### config.mk
export PLATFORM = sky130hd
export DESIGN_NAME = second_pll_operational_controls
export DESIGN_NICKNAME = d
export VERILOG_FILES = /design/src/rtl/pll2_ctrl_pkg.sv /design/src/rtl/second_pll_operational_controls.sv
export SDC_FILE = /design/constraint.sdc
export NUM_CORES = 1
export LEC_CHECK = 0
export BUFFER_PORTS_ARGS = -buffer_cell sky130_fd_sc_hd__buf_2
export CORE_ASPECT_RATIO = 0.8
export CORE_MARGIN = 4
export CORE_UTILIZATION = 40
export CTS_CLUSTER_SIZE = 24
export DETAILED_ROUTE_END_ITERATION = 16
export MAX_ROUTING_LAYER = met4
export PLACE_DENSITY = 0.75
export SLEW_MARGIN = 20
export SYNTH_ARGS = -nofsm -noshare
export SYNTH_HDL_FRONTEND = slang
export SYNTH_SLANG_ARGS = --single-unit
### constraint.sdc
create_clock -name clk_sys -period 0.9 [get_ports clk_sys]
set_input_delay 0.09 -clock clk_sys [delete_from_list [all_inputs] [get_ports clk_sys]]
set_output_delay 0.09 -clock clk_sys [all_outputs]
set_load 0.03 [all_outputs]
### src/rtl/pll2_ctrl_pkg.sv
// register map, field positions and codes for the second pll control bank
package pll2_ctrl_pkg;
    localparam logic [11:0] ADDR_OUTPUT_DISABLE = 12'ha41;
    localparam logic [11:0] ADDR_USER_MODE = 12'ha42;
    localparam logic [11:0] ADDR_LOOP_RESET = 12'ha43;
    localparam logic [11:0] ADDR_PHASE_STEP = 12'ha44;
    // output disable fields
    localparam int BIT_DRV_B_OFF = 3;
    localparam int BIT_DRV_A_OFF = 2;
    localparam int BIT_CHAN_B_PD = 1;
    localparam int BIT_CHAN_A_PD = 0;
    localparam logic [3:0] MASK_OUTPUT_DISABLE = 4'hf;
    localparam logic [3:0] RESET_OUTPUT_DISABLE = 4'h0;
    // user mode fields
    localparam int REF_MSB = 6;
    localparam int REF_LSB = 5;
    localparam int MODE_MSB = 4;
    localparam int MODE_LSB = 2;
    localparam int BIT_HOLDOVER = 1;
    localparam int BIT_FREE_RUN = 0;
    localparam logic [6:0] MASK_USER_MODE = 7'h7f;
    localparam logic [6:0] RESET_USER_MODE = 7'h00;
    // loop reset fields
    localparam int BIT_RST_FILTER = 2;
    localparam int BIT_RST_HISTORY = 1;
    localparam int BIT_RST_AUTOSYNC = 0;
    localparam logic [2:0] RESET_LOOP_RESET = 3'h0;
    // phase step fields
    localparam int BIT_PHASE_ZERO = 2;
    localparam int BIT_PHASE_DEC = 1;
    localparam int BIT_PHASE_INC = 0;
    typedef enum logic [1:0] {
        REF_A = 2'h0,
        REF_B = 2'h1,
        REF_C = 2'h2,
        REF_D = 2'h3
    } ref_sel_t;
    typedef enum logic [2:0] {
        MODE_AUTO_REVERT = 3'h0,
        MODE_AUTO_NOREVERT = 3'h1,
        MODE_MANUAL_FALLBACK = 3'h2,
        MODE_MANUAL_HOLDOVER = 3'h3,
        MODE_MANUAL_ONLY = 3'h4
    } switch_mode_t;
endpackage

### src/rtl/second_pll_operational_controls.sv
// control register bank for the second pll channel and its digital loop
// Notes on behaviour
// - bit 3 of output disable powers down only output b driver; divider stays synced.
// - bit 2 of output disable powers down only output a driver; sync kept.
// - bit 1 of output disable powers down output b divider and driver.
// - bit 0 of output disable powers down output a divider and driver.
// - bits 6:5 of user mode pick reference a, b, c or d; reset a.
// - bits 4:2 pick switching mode; 000 auto revertive, 001 auto nonrevertive.
// - mode 010 is manual reference with automatic fallback to another reference.
// - mode 011 is manual reference with fallback into holdover.
// - mode 100 is manual without holdover fallback; 101 to 111 unused.
// - user holdover bit 1 keeps the loop in holdover until cleared; resets zero.
// - user free run bit 0 keeps the loop in free run until cleared.
// - loop reset bit 2 clears the loop filter state.
// - loop reset bit 1 resets the tuning word history logic.
// - loop reset bit 0 resets the automatic synchronization logic.
// - phase bit 2 write of one zeroes the phase offset, then self-clears.
// - phase bit 1 write of one steps the offset down once, then self-clears.
// - phase bit 0 write of one steps the offset up once, then self-clears.
`timescale 1ns/1ps
module second_pll_operational_controls #(
    parameter int ADDR_W = 12
) (
    input wire logic clk_sys,
    input wire logic rst_n,
    input wire logic clk_en,
    input wire logic [ADDR_W-1:0] reg_addr,
    input wire logic [7:0] reg_wdata,
    input wire logic reg_write,
    input wire logic reg_read,
    output logic [7:0] reg_rdata,
    output logic second_channel_output_b_driver_off,
    output logic second_channel_output_a_driver_off,
    output logic second_channel_output_b_power_down,
    output logic second_channel_output_a_power_down,
    output logic [1:0] manual_reference,
    output logic [2:0] switching_mode,
    output logic switching_mode_unused,
    output logic force_holdover,
    output logic force_free_run,
    output logic loop_filter_clear,
    output logic tuning_word_history_reset,
    output logic autosync_reset,
    output logic phase_offset_zero,
    output logic phase_offset_decrement,
    output logic phase_offset_increment
);
    // the map is fixed at twelve bits; narrower buses cannot reach it
    if (ADDR_W < 12) begin : g_addr_too_narrow
        $error("ADDR_W must be at least 12");
    end

    logic [3:0] output_disable;
    logic [6:0] user_mode;
    logic [2:0] loop_reset;
    logic [2:0] phase_pulse;

    // address decode; upper address bits must be zero
    wire logic [11:0] addr_lo = reg_addr[11:0];
    wire logic addr_hi_zero = (reg_addr >> 12) == '0;
    wire logic hit_od = addr_hi_zero && addr_lo == pll2_ctrl_pkg::ADDR_OUTPUT_DISABLE;
    wire logic hit_um = addr_hi_zero && addr_lo == pll2_ctrl_pkg::ADDR_USER_MODE;
    wire logic hit_lr = addr_hi_zero && addr_lo == pll2_ctrl_pkg::ADDR_LOOP_RESET;
    wire logic hit_ps = addr_hi_zero && addr_lo == pll2_ctrl_pkg::ADDR_PHASE_STEP;
    wire logic wr = clk_en && reg_write;
    wire logic rd = clk_en && reg_read;

    // read mux; reserved bits and unmapped addresses read zero
    logic [7:0] next_rdata;
    always_comb begin
        if (hit_od) begin
            next_rdata = {4'h0, output_disable};
        end else if (hit_um) begin
            next_rdata = {1'h0, user_mode};
        end else if (hit_lr) begin
            next_rdata = {5'h0, loop_reset};
        end else begin
            next_rdata = 8'h00; // phase bits self-clear so always read zero
        end
    end

    // read data stands from the cycle after the strobe until the next enabled edge
    always_ff @(posedge clk_sys or negedge rst_n) begin
        if (!rst_n) begin
            reg_rdata <= 8'h00;
        end else if (clk_en) begin
            reg_rdata <= rd ? next_rdata : 8'h00;
        end
    end

    // level registers; written bits above the fields are dropped
    always_ff @(posedge clk_sys or negedge rst_n) begin
        if (!rst_n) begin
            output_disable <= pll2_ctrl_pkg::RESET_OUTPUT_DISABLE;
            user_mode <= pll2_ctrl_pkg::RESET_USER_MODE;
            loop_reset <= pll2_ctrl_pkg::RESET_LOOP_RESET;
        end else if (wr) begin
            if (hit_od) begin
                output_disable <= reg_wdata[3:0];
            end
            if (hit_um) begin
                user_mode <= reg_wdata[6:0];
            end
            if (hit_lr) begin
                loop_reset <= reg_wdata[2:0];
            end
        end
    end

    // phase commands: one pulse per write, held until the next enabled edge, no stored state
    always_ff @(posedge clk_sys or negedge rst_n) begin
        if (!rst_n) begin
            phase_pulse <= 3'h0;
        end else if (clk_en) begin
            phase_pulse <= (wr && hit_ps) ? reg_wdata[2:0] : 3'h0;
        end
    end

    // output power controls
    assign second_channel_output_b_driver_off = output_disable[pll2_ctrl_pkg::BIT_DRV_B_OFF];
    assign second_channel_output_a_driver_off = output_disable[pll2_ctrl_pkg::BIT_DRV_A_OFF];
    // channel power-down and driver-only disable are independent outputs
    assign second_channel_output_b_power_down = output_disable[pll2_ctrl_pkg::BIT_CHAN_B_PD];
    assign second_channel_output_a_power_down = output_disable[pll2_ctrl_pkg::BIT_CHAN_A_PD];

    // loop mode controls
    assign manual_reference = user_mode[pll2_ctrl_pkg::REF_MSB:pll2_ctrl_pkg::REF_LSB];
    // codes 010 and 011 pass through unchanged for the switch machine
    assign switching_mode = user_mode[pll2_ctrl_pkg::MODE_MSB:pll2_ctrl_pkg::MODE_LSB];
    // unused codes are flagged, not remapped; the switch machine decides
    assign switching_mode_unused = switching_mode > 3'h4;
    assign force_holdover = user_mode[pll2_ctrl_pkg::BIT_HOLDOVER];
    assign force_free_run = user_mode[pll2_ctrl_pkg::BIT_FREE_RUN];

    // debug resets held while the bits are set
    assign loop_filter_clear = loop_reset[pll2_ctrl_pkg::BIT_RST_FILTER];
    assign tuning_word_history_reset = loop_reset[pll2_ctrl_pkg::BIT_RST_HISTORY];
    assign autosync_reset = loop_reset[pll2_ctrl_pkg::BIT_RST_AUTOSYNC];

    assign phase_offset_zero = phase_pulse[pll2_ctrl_pkg::BIT_PHASE_ZERO];
    assign phase_offset_decrement = phase_pulse[pll2_ctrl_pkg::BIT_PHASE_DEC];
    assign phase_offset_increment = phase_pulse[pll2_ctrl_pkg::BIT_PHASE_INC];
endmodule

==> results of run 1 <==
[final timing paths]
kind | to | slack, ns | depth (start not counted)
setup reg to reg | reg_rdata[2] | -0.32 | 4
max in group asynchronous | user_mode[1] | 0.23 | 2
setup / recovery | reg_rdata[5] | -0.45 | 5
hold / removal | user_mode[3] | 0.03 | 2
hold reg to reg | reg_rdata[4] | 0.54 | 1
min in group asynchronous | output_disable[0] | 0.32 | 2
[cell usage after synthesis (2+ instances only)]
cell       count
mux2_2        17
nand2_1        2
nor2_1         2
nand3_1        2
a22o_1         6
a22oi_1        3
dfrtp_1       24
o2bb2ai_1      4
clkbuf_1       2
[routing by layer]
| layer | vias to the layer above | routed length, µm | share of wire, % |
|---|---|---|---|
| li1 | 475 | - | - |
| met1 | 506 | 1440 | 40 |
| met2 | 28 | 1950 | 54 |
| met3 | 7 | 156 | 4.3 |
| met4 | 0 | 49 | 1.4 |
| met5 | - | 0 | 0 |
[registers in the layout, summed over array words and instances (netlist names)]
register,flops
loop_reset,3
user_mode,7
output_disable,4
reg_rdata,7
phase_pulse,3
[logic make-up (layout without fill, tap and decap cells)]
group,after synthesis,after routing,share of synthesized area (%)
and+or+nand+nor,18,18,12.6
other,1,1,0.348
muxes,17,17,17.7
buffers and inverters,5,91,2.20
AOI/OAI and AO/OA,15,15,11.4
DFF,24,24,55.7
[power breakdown]
group,internal (mW),switching [mW],leakage (nW)
Clock,0.157,0.295,0.0138
Combinational,0.0929,0.104,0.650
Sequential,1.08,0.00135,0.335
Total,1.33,0.400,0.999
[final cells by class]
| cell class | count | area, µm² | area share (%) |
|---|---|---|---|
| clock buffer | 3 | 22.5 | 1.15 |
| inverter | 1 | 3.75 | 0.191 |
| multi-input combinational | 51 | 566 | 28.8 |
| sequential | 24 | 601 | 30.6 |
| tap | 36 | 45.0 | 2.29 |
| timing repair buffer | 87 | 728 | 37.0 |
[repair_timing]
| item | in CTS | in global routing |
|---|---|---|
| pin swaps | 4 | 4 |
| hold buffers | 3 | 1 |
| gates resized for setup | 59 | 16 |
| setup buffers | 13 | 7 |
| hold endpoints to repair | 26 | 1 |
| endpoints found under the setup margin | 49 | 49 |
[critical path, cell delays in order]
cell     delay, ns
buf_6         0.09
or4b_4        0.58
or4_4         0.46
nor3b_4       0.23
a22o_1        0.15
==> out/metrics.csv, run 1 <==
metric;value;unit
maxSlewViolCount;0;
fill_cells;164;
grt_pass1_vias;1064;
cts-root-buf;clkbuf_4;
synth.distinct_cells;27;
wl_per_cell;17.8;µm
area_delta_synth_final;82.3;%
path_class;in2reg;
fin_crit_sh;150;%
placed_cell_area;1490;µm²
hp-class;in2reg;
clock_path_buffers;2;
min_from;reg_wdata[3];
async_reset_ff_share;100;%
clock_sinks;24;
die_h;54.4;µm
grtUsageTotal;20.6;%
yosysTopAreaCellShare;55.7;%
start_util;43.1;%
syn_area;1080;µm²
routed_wl;3.59;mm
drive_above_1_share;69.3;%
ant_nets;0;
use_met1;23.2;%
dieArea;3600;µm²
clock_skew;0.00178;ns
cts_made_buffers;3;
drt-initial-drc-count;25;
firstDrtPassIters;4;
outcome;complete, but fails checks;
dp_cells;176;
rsz0062_at_grt;yes;
end_kind;register;
final_core_util;78.6;%
start_kind;primary input;
use_met2;35.9;%
yosys_warnings;0;
total_power;1.73;mW
pin_count;51;
clock_latency;0.31;ns
slew_headroom;64.1;%
core;2500;µm²
yosysSeqAreaShare;55.7;%
globalplace.congestion;0.831;
io_buffers;48;
synth_top_cell_by_area;dfrtp_1;
yosys_most_used_dff;dfrtp_1;
fin_area;1970;µm²
pre_cts_slack;-0.804;ns
htreeDepth;1;
reg2reg_from;user_mode[2];
violations;negative setup slack;
drv_cap;0;
final_cell_mix;buf_6, buf_4, dfrtp_1;
dp_hpwl;2.20;mm
syn_inst;80;
busiest_layer;met2;
syn_avg_cell_area;13.5;µm²
tns;-11.38;ns
via_per_inst;5.03;
clk_pin_slew_worst_paths;0.11;ns
drc;0;
final_cells;202;
period_minus_slack;1.35;ns
powerDensity;880;nW/µm²
cp_max_fo;4;
gr-total-overflow;0;
final_common_cell;buf_6;
grt_max_degree;25;
timing.hold.ws;0.0315;ns
fin_nets;193;
grt_pass1_wl;5.02;mm
required;1.16;ns
synth_area_leaders;dfrtp_1, mux2_2, a22o_1;
die_x;66.1;µm
max-vdd-ir-drop;0.732;mV
worstSetupStartpoint;reg_addr[8];
n_antenna_cell;0;
finalHoldViolCount;0;
synth-edff-count;0;
ys_ff_latch;24;
cts_tree;yes;
antenna_found_initial;0;
num_rows;16;
synth_nets;105;
max_freq;0.743;GHz
critPathArrivalTime;1.61;ns
tightest_slew;0.538;ns
finalWorstSetupSlack;-0.446;ns
num_vias;1016;
leakagePower;0.999;nW
setup_viol;49;
grt.met3_usage;5.75;%
Note: power is estimated with default switching activity, not from simulation.
==> run 2: changes to the inputs <==
--- a/config.mk
+++ b/config.mk
@@ -8,12 +8,12 @@
 export BUFFER_PORTS_ARGS = -buffer_cell sky130_fd_sc_hd__buf_2
 export CORE_ASPECT_RATIO = 0.8
 export CORE_MARGIN = 4
-export CORE_UTILIZATION = 40
+export CORE_UTILIZATION = 48
 export CTS_CLUSTER_SIZE = 24
 export DETAILED_ROUTE_END_ITERATION = 16
 export MAX_ROUTING_LAYER = met4
-export PLACE_DENSITY = 0.75
-export SLEW_MARGIN = 20
+export PLACE_DENSITY = 0.84
+export RECOVER_POWER = 50
 export SYNTH_ARGS = -nofsm -noshare
 export SYNTH_HDL_FRONTEND = slang
 export SYNTH_SLANG_ARGS = --single-unit
==> constraint.sdc (replaced) <==
create_clock -name clk_sys -period 1.65 [get_ports clk_sys]
set_input_delay 0.165 -clock clk_sys [delete_from_list [all_inputs] [get_ports clk_sys]]
set_output_delay 0.165 -clock clk_sys [all_outputs]
set_load 0.03 [all_outputs]
==> out/metrics.csv, run 2 (same netlist as run 1, synthesis figures left out) <==
metric;value;unit
wl_met3;223;µm
antenna_found_initial;0;
start_kind;primary input;
grt_pass1_vias;880;
powerDensity;702;nW/µm²
finalHoldViolCount;0;
dp_cells;152;
io_buffers;48;
final_cell_mix;buf_2, dfrtp_1, mux2_2;
fill_cells;194;
multiInputGateArea;460;µm²
max-vdd-ir-drop;0.644;mV
via_per_inst;5.45;
die_h;50.4;µm
grtUsageTotal;19.9;%
cts_resized;0;
n_antenna_cell;0;
num_vias;855;
placed_cell_area;1360;µm²
dp_hpwl;2.05;mm
wl_met2;1.33;mm
gr-total-overflow;0;
worstSetupStartpoint;reg_addr[8];
clock_skew;0.0106;ns
worstPathCellList;buf_2 > or4b_4 > nor2_1 > and3_1 > buf_4 > mux2_2;
final_cells;157;
drt-initial-drc-count;55;
fin_area;1390;µm²
wl_per_cell;17.5;µm
hp-class;in2reg;
drc;0;
firstDrtPassIters;4;
period_minus_slack;1.53;ns
cts_hold_buf;1;
routedLengthMet1;1.14;mm
start_util;50.4;%
crit_cells;6;
required;1.86;ns
die_x;61.0;µm
critPathCapture;user_mode[2];
pre_cts_slack;-0.185;ns
drive_above_1_share;49.2;%
final_core_util;65.0;%
reg2regPathDepth;3;
cp_num_buf_inv;2;
slew_headroom;61.3;%
clock_latency;0.32;ns
cts-root-buf;clkbuf_4;
seq_area;601;µm²
pin_count;51;
globalplace.congestion;0.754;
rsz0062_at_grt;no;
num_rows;15;
r2r_slack;0.63;ns
fin_crit_sh;92.5;%
grt_pass1_wl;4.24;mm
tightest_slew;0.581;ns
cts_setup_buffers;0;
fin_nets;158;
r2r-end;reg_rdata[2];
final_common_cell;buf_2;
end_kind;register;
path_class;in2reg;
max_freq;0.655;GHz
reg2reg_from;user_mode[2];
ant_nets;0;
area_delta_synth_final;28.9;%
htreeDepth;1;
routed_wl;2.74;mm
crit_slowest_cell;or4b_4;
leakagePower;0.723;nW
tns;0;ns
slowest_delay;0.57;ns
clk_pin_slew_worst_paths;0.13;ns
clock_path_buffers;2;
finalWorstSetupSlack;0.124;ns
top_regs;reg_rdata: 7 flops, user_mode: 7 flops, output_disable: 4 flops;
setup_viol;0;
drv_cap;0;
clock_sinks;24;
dieArea;3070;µm²
path_delay_family;simple AND/OR/NAND/NOR gates;
maxSlewViolCount;0;
critPathArrivalTime;1.74;ns
outcome;finished, final reports clean;
cp_max_fo;7;
cts_made_buffers;3;
core;2140;µm²
grt_max_degree;25;
hold_path_depth;2;
routed.top_layer;met4;
cts_tree;yes;
==> run 2: changes by cell type in the layout (fill, tap and decap cells not counted), moves of 11 or more <==
cell | before | now
mux2_4 | 11 | 0
buf_4 | 29 | 3
clkbuf_1 | 0 | 12
mux2_2 | 6 | 17
buf_6 | 32 | 0
buf_2 | 22 | 35
==> run 2: per-layer routing <==
layer  vias up  track usage (%)
met5         -                -
met1       411             26.4
met3         7             4.88
met4         0             5.42
met2        35             30.4
li1        402                -
==> run 2: power breakdown <==
| part | internal, mW | leakage, nW | switching (mW) | total (mW) |
|---|---|---|---|---|
| sequential | 0.589 | 0.335 | 0.000661 | 0.590 |
| clock | 0.135 | 0.0210 | 0.177 | 0.312 |
| combinational | 0.0300 | 0.367 | 0.0440 | 0.0740 |
| total | 0.754 | 0.723 | 0.222 | 0.976 |
==> run 2: worst min path at each step <==
stage                    endpoint    startpoint
CTS                  user_mode[6]  reg_wdata[6]
floorplan           loop_reset[0]         rst_n
finish               user_mode[6]  reg_wdata[6]
global route         user_mode[6]  reg_wdata[6]
global placement     reg_rdata[5]         rst_n
detailed placement   reg_rdata[5]         rst_n
==> run 2: through the flow <==
step,total power [mW],hold slack (ns)
after floorplan,0.629,-0.131
after global placement,0.671,0.163
after detailed placement,0.674,0.180
after CTS,0.987,0.0520
after global routing,1.02,0.0516
final,0.976,0.0627
==> run 2: layout make-up <==
type                    instances  share of cell area, %
multi-input cells              51                   33.1
well taps                      25                   2.25
flip-flops and latches         24                   43.2
repair buffers                 52                   18.5
clock buffers                   4                   2.61
inverters                       1                  0.270
==> run 3: changes to the inputs <==
--- a/config.mk
+++ b/config.mk
@@ -8,11 +8,12 @@
 export BUFFER_PORTS_ARGS = -buffer_cell sky130_fd_sc_hd__buf_2
 export CORE_ASPECT_RATIO = 0.8
 export CORE_MARGIN = 4
-export CORE_UTILIZATION = 48
+export CORE_UTILIZATION = 43
+export CTS_BUF_LIST = sky130_fd_sc_hd__clkbuf_4
 export CTS_CLUSTER_SIZE = 24
 export DETAILED_ROUTE_END_ITERATION = 16
 export MAX_ROUTING_LAYER = met4
-export PLACE_DENSITY = 0.84
+export PLACE_DENSITY = 0.8
 export RECOVER_POWER = 50
 export SYNTH_ARGS = -nofsm -noshare
 export SYNTH_HDL_FRONTEND = slang
==> constraint.sdc (replaced) <==
create_clock -name clk_sys -period 1.26 [get_ports clk_sys]
set_input_delay 0.126 -clock clk_sys [delete_from_list [all_inputs] [get_ports clk_sys]]
set_output_delay 0.126 -clock clk_sys [all_outputs]
set_load 0.03 [all_outputs]
==> out/metrics.csv, run 3 (same netlist as run 1, synthesis figures left out) <==
metric;value;unit
outcome;complete, but fails checks;
violations;negative setup slack;
fin_nets;165;
end_kind;register;
start_kind;primary input;
clk_pin_slew_worst_paths;0.13;ns
cts_tree;yes;
routed_wl;2.75;mm
clock_skew;0.0125;ns
grtUsageTotal;18.4;%
cp_max_fo;4;
reg2reg_from;user_mode[2];
die_x;64.0;µm
tns;-1.19;ns
drv_cap;0;
leakagePower;0.816;nW
start_util;47.5;%
critPathArrivalTime;1.66;ns
ant_nets;0;
n_antenna_cell;0;
wl_per_cell;15.9;µm
firstDrtPassIters;4;
clock_path_buffers;2;
final_common_cell;buf_2;
min_to;user_mode[5];
hold_path_depth;2;
max-vdd-ir-drop;0.608;mV
grt_pass1_wl;4.52;mm
top_regs;reg_rdata: 7 flops, user_mode: 7 flops, output_disable: 4 flops;
hp-class;in2reg;
maxSlewViolCount;0;
grt_pass1_vias;919;
reg2regPathDepth;3;
finalWorstSetupSlack;-0.132;ns
pre_cts_slack;-0.476;ns
finalHoldViolCount;0;
num_vias;882;
die_h;52.8;µm
cts-root-buf;clkbuf_4;
drc;0;
setup_viol;18;
gr-total-overflow;0;
core;2270;µm²
min_from;reg_wdata[5];
via_per_inst;5.10;
final_cells;173;
slew_headroom;62.6;%
period_minus_slack;1.39;ns
grt_max_degree;25;
antenna_found_initial;0;
rsz0062_at_grt;yes;
max_freq;0.718;GHz
drt-initial-drc-count;32;
pin_count;51;
io_buffers;48;
area_delta_synth_final;42.3;%
clock_latency;0.32;ns
required;1.53;ns
num_rows;15;
cts_made_buffers;3;
r2r_slack;0.15;ns
dp_cells;166;
htreeDepth;1;
globalplace.congestion;0.796;
fin_crit_sh;110;%
clock_sinks;24;
total_power;1.23;mW
drive_above_1_share;59.7;%
dp_hpwl;2.14;mm
final_cell_mix;buf_2, dfrtp_1, mux2_4;
tightest_slew;0.562;ns
dieArea;3380;µm²
r2r-end;reg_rdata[2];
path_class;in2reg;
powerDensity;799;nW/µm²
## run 3: final cells by class
cell class	count	area, µm²
fill	166	736
sequential	24	601
multi-input combinational	51	523
timing repair buffer	59	339
tap	34	42.5
clock buffer	3	22.5
clock inverter	1	3.75
inverter	1	3.75
## run 3: what timing repair did
action,CTS,global route
setup buffers,0,2
resized for setup,13,2
pin swaps,1,2
endpoints found under the setup margin,18,19
endpoints found under the hold margin,24,0
hold buffers,1,0
## run 3: power by group
part | internal [mW] | switching (mW) | leakage, nW
Combinational | 0.0492 | 0.0612 | 0.465
Sequential | 0.771 | 0.000901 | 0.335
Clock | 0.116 | 0.228 | 0.0154
## run 3: how the worst max path moves through the flow
stage                 from            to  slack, ns  cells after the start
2_1_floorplan  reg_addr[8]  reg_rdata[4]      -0.30                      4
3_3_place_gp   reg_addr[8]  user_mode[4]      -0.44                      6
3_5_place_dp   reg_addr[8]  user_mode[4]      -0.48                      6
4_1_cts        reg_addr[8]  reg_rdata[5]      -0.12                      5
5_1_grt        reg_addr[8]  reg_rdata[5]      -0.15                      5
6_report       reg_addr[8]  reg_rdata[5]      -0.13                      5
## run 3: critical path, cell delays in order
cell	delay, ns
buf_6	0.09
or4b_4	0.58
or4_4	0.46
nor3b_4	0.25
a22o_1	0.17
## run 3: per-layer routing
layer  track usage (%)  up-vias  wire length [µm]
li1                  -      417                 -
met1              23.8      432              1260
met2              29.2       29              1300
met3              5.36        4               171
met4              3.23        0                21
met5                 -        -                 0
## run 3: through the flow
step / utilization [%] / cell area, µm² / hold slack (ns)
finish: 67.6 / 1540 / 0.0288
global route: 67.6 / 1540 / 0.00827
CTS: 66.9 / 1520 / 0.0277
detailed placement: 63.0 / 1430 / 0.135
global placement: 63.0 / 1430 / 0.117
floorplan: - / 1110 / -0.170
